File: config.mk
export PLATFORM = sky130hd
export DESIGN_NAME = gscl_top
export DESIGN_NICKNAME = d
export VERILOG_FILES = /design/src/gscl_pkg.sv /design/src/gscl_fifo.sv /design/src/gscl_top.sv
export SDC_FILE = /design/constraint.sdc
export NUM_CORES = 2
export LEC_CHECK = 0
export BUFFER_PORTS_ARGS = -buffer_cell sky130_fd_sc_hd__buf_2
export CORE_MARGIN = 2
export CORE_UTILIZATION = 60
export CTS_CLUSTER_DIAMETER = 80
export DETAILED_ROUTE_END_ITERATION = 12
export PLACE_DENSITY_LB_ADDON = 0.25
export RECOVER_POWER = 100
export SYNTH_ARGS = -nofsm -noshare
export SYNTH_HDL_FRONTEND = slang
export SYNTH_SLANG_ARGS = --single-unit
export TNS_END_PERCENT = 5
File: constraint.sdc
create_clock -name clk -period 28.8 [get_ports clk]
set_clock_uncertainty 0.15 [all_clocks]
set_input_delay 1.44 -clock clk [delete_from_list [all_inputs] [get_ports clk]]
set_output_delay 1.44 -clock clk [all_outputs]
set_load 0.01 [all_outputs]
File: src/gscl_pkg.sv
package gscl_pkg;

	// ****************************************
	// Geometry
	// ****************************************
	localparam int NUM_CH = 32;
	localparam int CODE_W = 7;
	localparam int IDX_W = 5;
	localparam int FIFO_DEPTH = 32;
	localparam int FIFO_W = IDX_W + CODE_W;
	localparam int SYNC_W = 3 + 3 + CODE_W;

	// ****************************************
	// Channel order and reset values
	// ****************************************
	localparam logic [IDX_W-1:0] CH_LOW = 5'h00;
	localparam logic [IDX_W-1:0] CH_HIGH = 5'h1f;
	localparam logic [IDX_W-1:0] CH_STEP = 5'h01;
	localparam logic [CODE_W-1:0] CODE_RST = 7'h00;
	localparam logic [CODE_W-1:0] CNT_RST = 7'h00;
	localparam logic [CODE_W-1:0] CNT_MAX = 7'h7f;
	localparam logic [CODE_W-1:0] CNT_STEP = 7'h01;
	localparam logic [SYNC_W-1:0] SYNC_RST = 13'h0000;

	// ****************************************
	// State encodings
	// ****************************************
	typedef enum logic [0:0] {
		GSCL_LD_IDLE = 1'b0,
		GSCL_LD_RUN = 1'b1
	} gscl_load_t;

	typedef enum logic [1:0] {
		GSCL_CV_IDLE = 2'b00,
		GSCL_CV_HOLD = 2'b01,
		GSCL_CV_COUNT = 2'b10
	} gscl_conv_t;

endpackage

File: src/gscl_fifo.sv
module gscl_fifo #(
	parameter int WIDTH = 12,
	parameter int DEPTH = 32
) (
	input wire logic clk,
	input wire logic sys_rst,
	input wire logic in_valid,
	output logic in_ready,
	input wire logic [WIDTH-1:0] in_data,
	output logic out_valid,
	input wire logic out_ready,
	output logic [WIDTH-1:0] out_data
);

	localparam int AW = $clog2(DEPTH);
	localparam logic [AW:0] CNT_FULL = DEPTH[AW:0];

	logic [WIDTH-1:0] mem_r [DEPTH];
	logic [AW-1:0] wr_ptr_r;
	logic [AW-1:0] rd_ptr_r;
	logic [AW:0] count_r;
	wire push = in_valid & in_ready;
	wire pop = out_valid & out_ready;

	assign in_ready = (count_r != CNT_FULL);
	assign out_valid = (count_r != '0);
	assign out_data = mem_r[rd_ptr_r];

	// ****************************************
	// Storage
	// ****************************************
	// The array has no reset so it maps onto plain storage; empty hides stale words.
	always_ff @(posedge clk) begin
		if (push) begin
			mem_r[wr_ptr_r] <= in_data;
		end
	end

	always_ff @(posedge clk or posedge sys_rst) begin
		if (sys_rst) begin
			wr_ptr_r <= '0;
			rd_ptr_r <= '0;
			count_r <= '0;
		end else begin
			if (push) begin
				wr_ptr_r <= wr_ptr_r + 1'b1;
			end
			if (pop) begin
				rd_ptr_r <= rd_ptr_r + 1'b1;
			end
			if (push && !pop) begin
				count_r <= count_r + 1'b1;
			end else if (pop && !push) begin
				count_r <= count_r - 1'b1;
			end
		end
	end

endmodule // gscl_fifo

File: src/gscl_top.sv
module gscl_top #(
	parameter int NUM_CH = gscl_pkg::NUM_CH,
	parameter int FIFO_DEPTH = gscl_pkg::FIFO_DEPTH
) (
	input wire logic clk,
	input wire logic sys_rst,
	input wire logic dir_select,
	input wire logic token_a_in,
	output logic token_a_out,
	output logic token_a_oe,
	input wire logic token_b_in,
	output logic token_b_out,
	output logic token_b_oe,
	input wire logic shift_clock,
	input wire logic [gscl_pkg::CODE_W-1:0] gray_code_bus,
	input wire logic load_count_strobe,
	input wire logic count_clock,
	output logic [NUM_CH-1:0] column_output,
	output logic [gscl_pkg::CODE_W-1:0] count_value,
	output logic conversion_active,
	output logic capture_ready
);

	// ****************************************
	// Input synchronisers
	// ****************************************
	logic [gscl_pkg::SYNC_W-1:0] sync1_r;
	logic [gscl_pkg::SYNC_W-1:0] sync2_r;
	logic [2:0] edge_prev_r;

	// The bus shares the clock's two-stage path, so its delay matches the shift edge it pairs with.
	always_ff @(posedge clk or posedge sys_rst) begin
		if (sys_rst) begin
			sync1_r <= gscl_pkg::SYNC_RST;
			sync2_r <= gscl_pkg::SYNC_RST;
			edge_prev_r <= 3'h0;
		end else begin
			sync1_r <= {dir_select, token_a_in, token_b_in, shift_clock, load_count_strobe, count_clock, gray_code_bus};
			sync2_r <= sync1_r;
			edge_prev_r <= sync2_r[9:7];
		end
	end

	wire dir_s = sync2_r[12];
	wire tok_a_s = sync2_r[11];
	wire tok_b_s = sync2_r[10];
	wire sc_s = sync2_r[9];
	wire lc_s = sync2_r[8];
	wire cc_s = sync2_r[7];
	// Bit six carries the most significant code bit.
	wire [gscl_pkg::CODE_W-1:0] bus_s = sync2_r[gscl_pkg::CODE_W-1:0];
	wire sc_rise = sc_s & ~edge_prev_r[2];
	wire sc_fall = ~sc_s & edge_prev_r[2];
	wire sc_edge = sc_rise | sc_fall;
	wire lc_rise = lc_s & ~edge_prev_r[1];
	wire lc_fall = ~lc_s & edge_prev_r[1];
	wire cc_rise = cc_s & ~edge_prev_r[0];

	// ****************************************
	// Token path and capture
	// ****************************************
	gscl_pkg::gscl_load_t ld_r;
	gscl_pkg::gscl_load_t ld_nxt;
	logic [gscl_pkg::IDX_W-1:0] ptr_r;
	logic [gscl_pkg::IDX_W-1:0] ptr_nxt;
	logic exit_r;
	logic exit_nxt;

	wire token_in = dir_s ? tok_a_s : tok_b_s;
	wire [gscl_pkg::IDX_W-1:0] ch_first = dir_s ? gscl_pkg::CH_LOW : gscl_pkg::CH_HIGH;
	wire [gscl_pkg::IDX_W-1:0] ch_last = dir_s ? gscl_pkg::CH_HIGH : gscl_pkg::CH_LOW;
	wire start_cap = (ld_r == gscl_pkg::GSCL_LD_IDLE) & sc_rise & token_in;
	wire run_cap = (ld_r == gscl_pkg::GSCL_LD_RUN) & sc_edge;
	wire capture = start_cap | run_cap;
	wire [gscl_pkg::IDX_W-1:0] cap_idx = start_cap ? ch_first : ptr_r;
	wire [gscl_pkg::IDX_W-1:0] idx_up = cap_idx + gscl_pkg::CH_STEP;
	wire [gscl_pkg::IDX_W-1:0] idx_down = cap_idx - gscl_pkg::CH_STEP;
	wire [gscl_pkg::IDX_W-1:0] idx_next = dir_s ? idx_up : idx_down;
	wire last_cap = run_cap & (ptr_r == ch_last);

	always_comb begin
		ld_nxt = ld_r;
		ptr_nxt = ptr_r;
		exit_nxt = exit_r;
		if (exit_r && sc_rise) begin
			exit_nxt = 1'b0;
		end
		case (ld_r)
			gscl_pkg::GSCL_LD_IDLE: begin
				if (start_cap) begin
					ld_nxt = gscl_pkg::GSCL_LD_RUN;
					ptr_nxt = idx_next;
				end
			end
			gscl_pkg::GSCL_LD_RUN: begin
				if (last_cap) begin
					ld_nxt = gscl_pkg::GSCL_LD_IDLE;
					exit_nxt = 1'b1;
				end else if (run_cap) begin
					ptr_nxt = idx_next;
				end
			end
			default: begin
				ld_nxt = gscl_pkg::GSCL_LD_IDLE;
			end
		endcase
	end

	// The exit token stays up until the next rising shift edge, which is the one the next chip samples.
	always_ff @(posedge clk or posedge sys_rst) begin
		if (sys_rst) begin
			ld_r <= gscl_pkg::GSCL_LD_IDLE;
			ptr_r <= gscl_pkg::CH_LOW;
			exit_r <= 1'b0;
		end else begin
			ld_r <= ld_nxt;
			ptr_r <= ptr_nxt;
			exit_r <= exit_nxt;
		end
	end

	always_ff @(posedge clk or posedge sys_rst) begin
		if (sys_rst) begin
			token_a_out <= 1'b0;
			token_a_oe <= 1'b0;
			token_b_out <= 1'b0;
			token_b_oe <= 1'b0;
		end else begin
			token_a_out <= ~dir_s & exit_nxt;
			token_a_oe <= ~dir_s;
			token_b_out <= dir_s & exit_nxt;
			token_b_oe <= dir_s;
		end
	end

	// ****************************************
	// Capture buffer
	// ****************************************
	logic fifo_in_ready;
	logic fifo_out_valid;
	logic [gscl_pkg::FIFO_W-1:0] fifo_out_data;

	// Draining pauses while load-count is high so the copy sees a settled latch set.
	wire drain_ready = ~lc_s;
	wire drain = fifo_out_valid & drain_ready;
	wire [gscl_pkg::IDX_W-1:0] drain_idx = fifo_out_data[gscl_pkg::FIFO_W-1:gscl_pkg::CODE_W];
	wire [gscl_pkg::CODE_W-1:0] drain_code = fifo_out_data[gscl_pkg::CODE_W-1:0];

	gscl_fifo #(
		.WIDTH(gscl_pkg::FIFO_W),
		.DEPTH(FIFO_DEPTH)
	) u_fifo (
		.clk(clk),
		.sys_rst(sys_rst),
		.in_valid(capture),
		.in_ready(fifo_in_ready),
		.in_data({cap_idx, bus_s}),
		.out_valid(fifo_out_valid),
		.out_ready(drain_ready),
		.out_data(fifo_out_data)
	);

	always_ff @(posedge clk or posedge sys_rst) begin
		if (sys_rst) begin
			capture_ready <= 1'b1;
		end else begin
			capture_ready <= fifo_in_ready;
		end
	end

	// ****************************************
	// Conversion control
	// ****************************************
	gscl_pkg::gscl_conv_t cv_r;
	gscl_pkg::gscl_conv_t cv_nxt;
	logic [gscl_pkg::CODE_W-1:0] cnt_r;
	logic [gscl_pkg::CODE_W-1:0] cnt_nxt;

	wire cnt_step = (cv_r == gscl_pkg::GSCL_CV_COUNT) & cc_rise & (cnt_r != gscl_pkg::CNT_MAX);
	wire conv_start = (cv_r == gscl_pkg::GSCL_CV_HOLD) & lc_fall;

	always_comb begin
		cv_nxt = cv_r;
		cnt_nxt = cnt_r;
		case (cv_r)
			gscl_pkg::GSCL_CV_IDLE, gscl_pkg::GSCL_CV_COUNT: begin
				if (cnt_step) begin
					cnt_nxt = cnt_r + gscl_pkg::CNT_STEP;
				end
			end
			gscl_pkg::GSCL_CV_HOLD: begin
				if (conv_start) begin
					cv_nxt = gscl_pkg::GSCL_CV_COUNT;
				end
			end
			default: begin
				cv_nxt = gscl_pkg::GSCL_CV_IDLE;
			end
		endcase
		if (lc_rise) begin
			cv_nxt = gscl_pkg::GSCL_CV_HOLD;
			cnt_nxt = gscl_pkg::CNT_RST;
		end
	end

	always_ff @(posedge clk or posedge sys_rst) begin
		if (sys_rst) begin
			cv_r <= gscl_pkg::GSCL_CV_IDLE;
			cnt_r <= gscl_pkg::CNT_RST;
			count_value <= gscl_pkg::CNT_RST;
			conversion_active <= 1'b0;
		end else begin
			cv_r <= cv_nxt;
			cnt_r <= cnt_nxt;
			count_value <= cnt_nxt;
			conversion_active <= (cv_nxt == gscl_pkg::GSCL_CV_COUNT);
		end
	end

	// ****************************************
	// Per-channel latches and comparators
	// ****************************************
	// A channel that has stopped stays stopped; the hold capacitor keeps its level.
	for (genvar i = 0; i < NUM_CH; i++) begin : g_ch
		logic [gscl_pkg::CODE_W-1:0] data_r;
		logic [gscl_pkg::CODE_W-1:0] cmp_r;
		wire hit = drain & (drain_idx == i[gscl_pkg::IDX_W-1:0]);
		wire match = (cmp_r == cnt_nxt);
		wire col_nxt = lc_rise ? 1'b0 :
			conv_start ? ~match :
			(cv_r == gscl_pkg::GSCL_CV_COUNT) ? column_output[i] & ~match : column_output[i];

		always_ff @(posedge clk or posedge sys_rst) begin
			if (sys_rst) begin
				data_r <= gscl_pkg::CODE_RST;
				cmp_r <= gscl_pkg::CODE_RST;
				column_output[i] <= 1'b0;
			end else begin
				if (hit) begin
					data_r <= drain_code;
				end
				if (lc_rise) begin
					cmp_r <= data_r;
				end
				column_output[i] <= col_nxt;
			end
		end
	end

endmodule // gscl_top

==> metrics <==
Arr. time, crit path=between 10 and 15 ns; initial antenna violation count=2; Wirelength per Cell=24.8 um; post-route ant nets=0; WL final=103000 um; Non-Filler Instances=4148; Setup crit end kind=flop; area delta synth->final=10.3%; Die X=263 um; vias in the first global route=26500; die height=263 um; Peak supply drop=115 uV; min Tclk post-route=14.69 ns; core area=approximately 67000 sq um; outcome=complete, but fails checks; CTS tree=yes; post-layout instance area=44500 sq um; required time worst endpoint=about 29 ns; GRT met3 Usage=0.0504; die footprint=69400 sq um; cell-by-cell trace of the critical path=clkbuf_1 > nand2b_1 > clkbuf_1 > o21ai_0 > clkbuf_1 > and2_1 > a2111oi_0 > o2111a_1 > a211oi_1; Max-Cap Viols=21; Hold Path Depth=0; slowest stage cell, crit path=o21ai_0; number of enable flip-flop cells after synthesis=384; placed inst area=just over 40000 sq um; Starting DRT DRC Count=2883; Root Driver=clkbuf_16; Post-CTS Setup Repair Bufs=0; worst setup path class=flop to flop; sequential area share after synthesis=0.625; largest net degree at the start of global routing=194; layout cells sized above 1=0.160; Worst Reg2Reg Path Length in Cells=9; Sink Count=around 930; final worst path period share=0.510; Fmax=68.1 MHz; Final Max Slew Viols=1258; worst-path maximum fanout=130; Detail Placement HPWL=57500 um; clock-pin slew on the worst setup and hold paths=0.06 ns; most frequent cells in the layout=nand2_1 (775), dfrtp_1 (544), edfxtp_1 (384); Power Dens Cells=105 nW/um^2; H-Tree Depth=3; Hold Path Origin=sync1_r[1]; Total GRT Usage=0.298; final worst hold slack=roughly 0.2 ns; fin util=0.665; startpoint types=flop; busiest layer in global routing=met2; crit-path leading delay family=buffers and inverters; # rows=95; Placed Cells=3972; nets@finish=3228; routed vias=26400; Synth area leaders=dfrtp_1 (34%), edfxtp_1 (29%), nand2_1 (7.2%); worst path bufs/invs=3; clk buf depth=3; top cell type by total area after synthesis=dfrtp_1; Place WS=23.89 ns; Hold Crit Class=flop to flop; final worst slack=14.11 ns; Starting Density=0.603; IO Count=60; RR Endpoint=column_output[16]; leak pwr=18.7 nW; routed vias/inst=6.35; Setup Viol. Count Final=0; Mapped Nets=3206; synthesized instance count=3174; Clock Latency Late Sink=0.67 ns; Netlist Area Pre-Place=between 40000 and 50000 sq um; Pre-antenna DRT Iters=6; Mean Syn Cell Area=roughly 13 sq um; RSZ-0062 raised after global routing=no; most common cell after layout, fill and taps aside=nand2_1; Pwr Total=4.67 mW; # hold bufs at CTS=0; cts bufs inserted=95; Crit path top cell by count=clkbuf_1; slowest stage delay, CP=4.49 ns; GR Layer Usage met2=0.495; Max transition margin=-2.85; yosys warns=0; Slew @ Worst Pin=5.74 ns; number of I/O port buffers=between 50 and 60; routability cong.=between 0.8 and 0.9; total grt overflow=0; met1 usage=0.393; asr flop ratio synth=0.588; first-pass GRT wire length=157000 um; Distinct cells, synth=71; Post-route DRC=0; count of state elements after synthesis=931; R2R setup slack=roughly 14 ns; Hold Path End=sync2_r[1]; setup_tns=0 ns; Critical R2R Launch=sync2_r[8]; Yosys top cell area share=0.339; Top FF cell, synth=dfrtp_1; CTS resizes=0; Fin. Hold Viols=0; failing checks=max-capacitance violations, max-slew violations
worst reg2reg max path, cell delays in order, from the launching register on:
cell	delay, ns
dfrtp_1	0.36
clkbuf_1	0.55
nand2b_1	2.36
clkbuf_1	4.11
o21ai_0	4.52
clkbuf_1	1.04
and2_1	0.45
a2111oi_0	0.53
o2111a_1	0.29
a211oi_1	0.05
metal layers:
| metal | vias to the layer above | share of wire | wire [um] |
|---|---|---|---|
| met5 | - | 0 | 0 |
| met4 | 0 | 0.039 | 4060 |
| met3 | 319 | 0.079 | 8130 |
| met2 | 1214 | 0.49 | 50500 |
| met1 | 13300 | 0.39 | 40000 |
| li1 | 11500 | - | - |
report_power, final:
part	internal (mW)	switching [mW]
Sequential	1.73	0.251
Clock	0.769	0.512
Combinational	0.579	0.833
Total	3.08	1.60
cell families after synthesis:
group                      after synthesis  share of synthesized area
buffers and inverters                  246                     0.0252
xor gates and xnor gates                88                     0.0191
AOI/OAI and AO/OA                      431                     0.0785
adders and majority gates               17                    0.00564
DFF                                    931                      0.625
and+or+nand+nor                       1083                      0.115
muxes                                  378                      0.132
final cells by class:
type | count | area (sq um)
inverters | 44 | 166
diodes | 1 | 2.50
fillers | 4790 | 22400
well taps | 873 | 1090
flip-flops and latches | 931 | 25200
multi-input cells | 1997 | 14200
clock buffers | 140 | 2790
clock inverters | 35 | 468
repair buffers | 127 | 609
Yosys cell counts, types with 13 or more instances:
library cell  instances
nand2_1             775
dfrtp_1             546
edfxtp_1            384
mux2_2              216
clkbuf_1            143
mux4_2              100
nor2_1               98
xnor2_1              71
a21oi_1              69
o21ai_0              60
a211oi_1             55
and2_1               48
mux2i_1              47
inv_1                44
buf_2                36
a2111oi_0            33
nand2b_1             31
o221ai_1             29
o22ai_1              27
o2bb2ai_1            25
a22o_1               21
nand3_1              19
nor4_1               19
nand3b_1             17
xor2_1               17
o22a_1               16
and3_1               15
ha_1                 15
mux2_1               15
o2111a_1             15
o2111ai_1            15
buf_1                14
a2bb2oi_1            13
nor3_1               13
flip-flops by register name, indices dropped and copies added (netlist names), 2 cells and up:
signal           cells
u_fifo.wr_ptr_r      5
g_ch.cmp_r         224
u_fifo.rd_ptr_r      5
g_ch.data_r        224
ptr_r                5
edge_prev_r          3
sync1_r             13
sync2_r             13
u_fifo.count_r       6
cv_r                 2
column_output       32
u_fifo.mem_r       384
cnt_r                7
how the worst max path moves through the flow:
stage,startpoint,to,cells after the start
after floorplan,sys_rst,cnt_r[0],1
after global placement,u_fifo.rd_ptr_r[0],g_ch[24].data_r[6],8
after detailed placement,u_fifo.rd_ptr_r[0],g_ch[24].data_r[1],8
after CTS,u_fifo.rd_ptr_r[0],g_ch[24].data_r[1],8
after global routing,sync2_r[8],column_output[16],9
final,sync2_r[8],column_output[16],9
(Power assumes the default switching activity.)
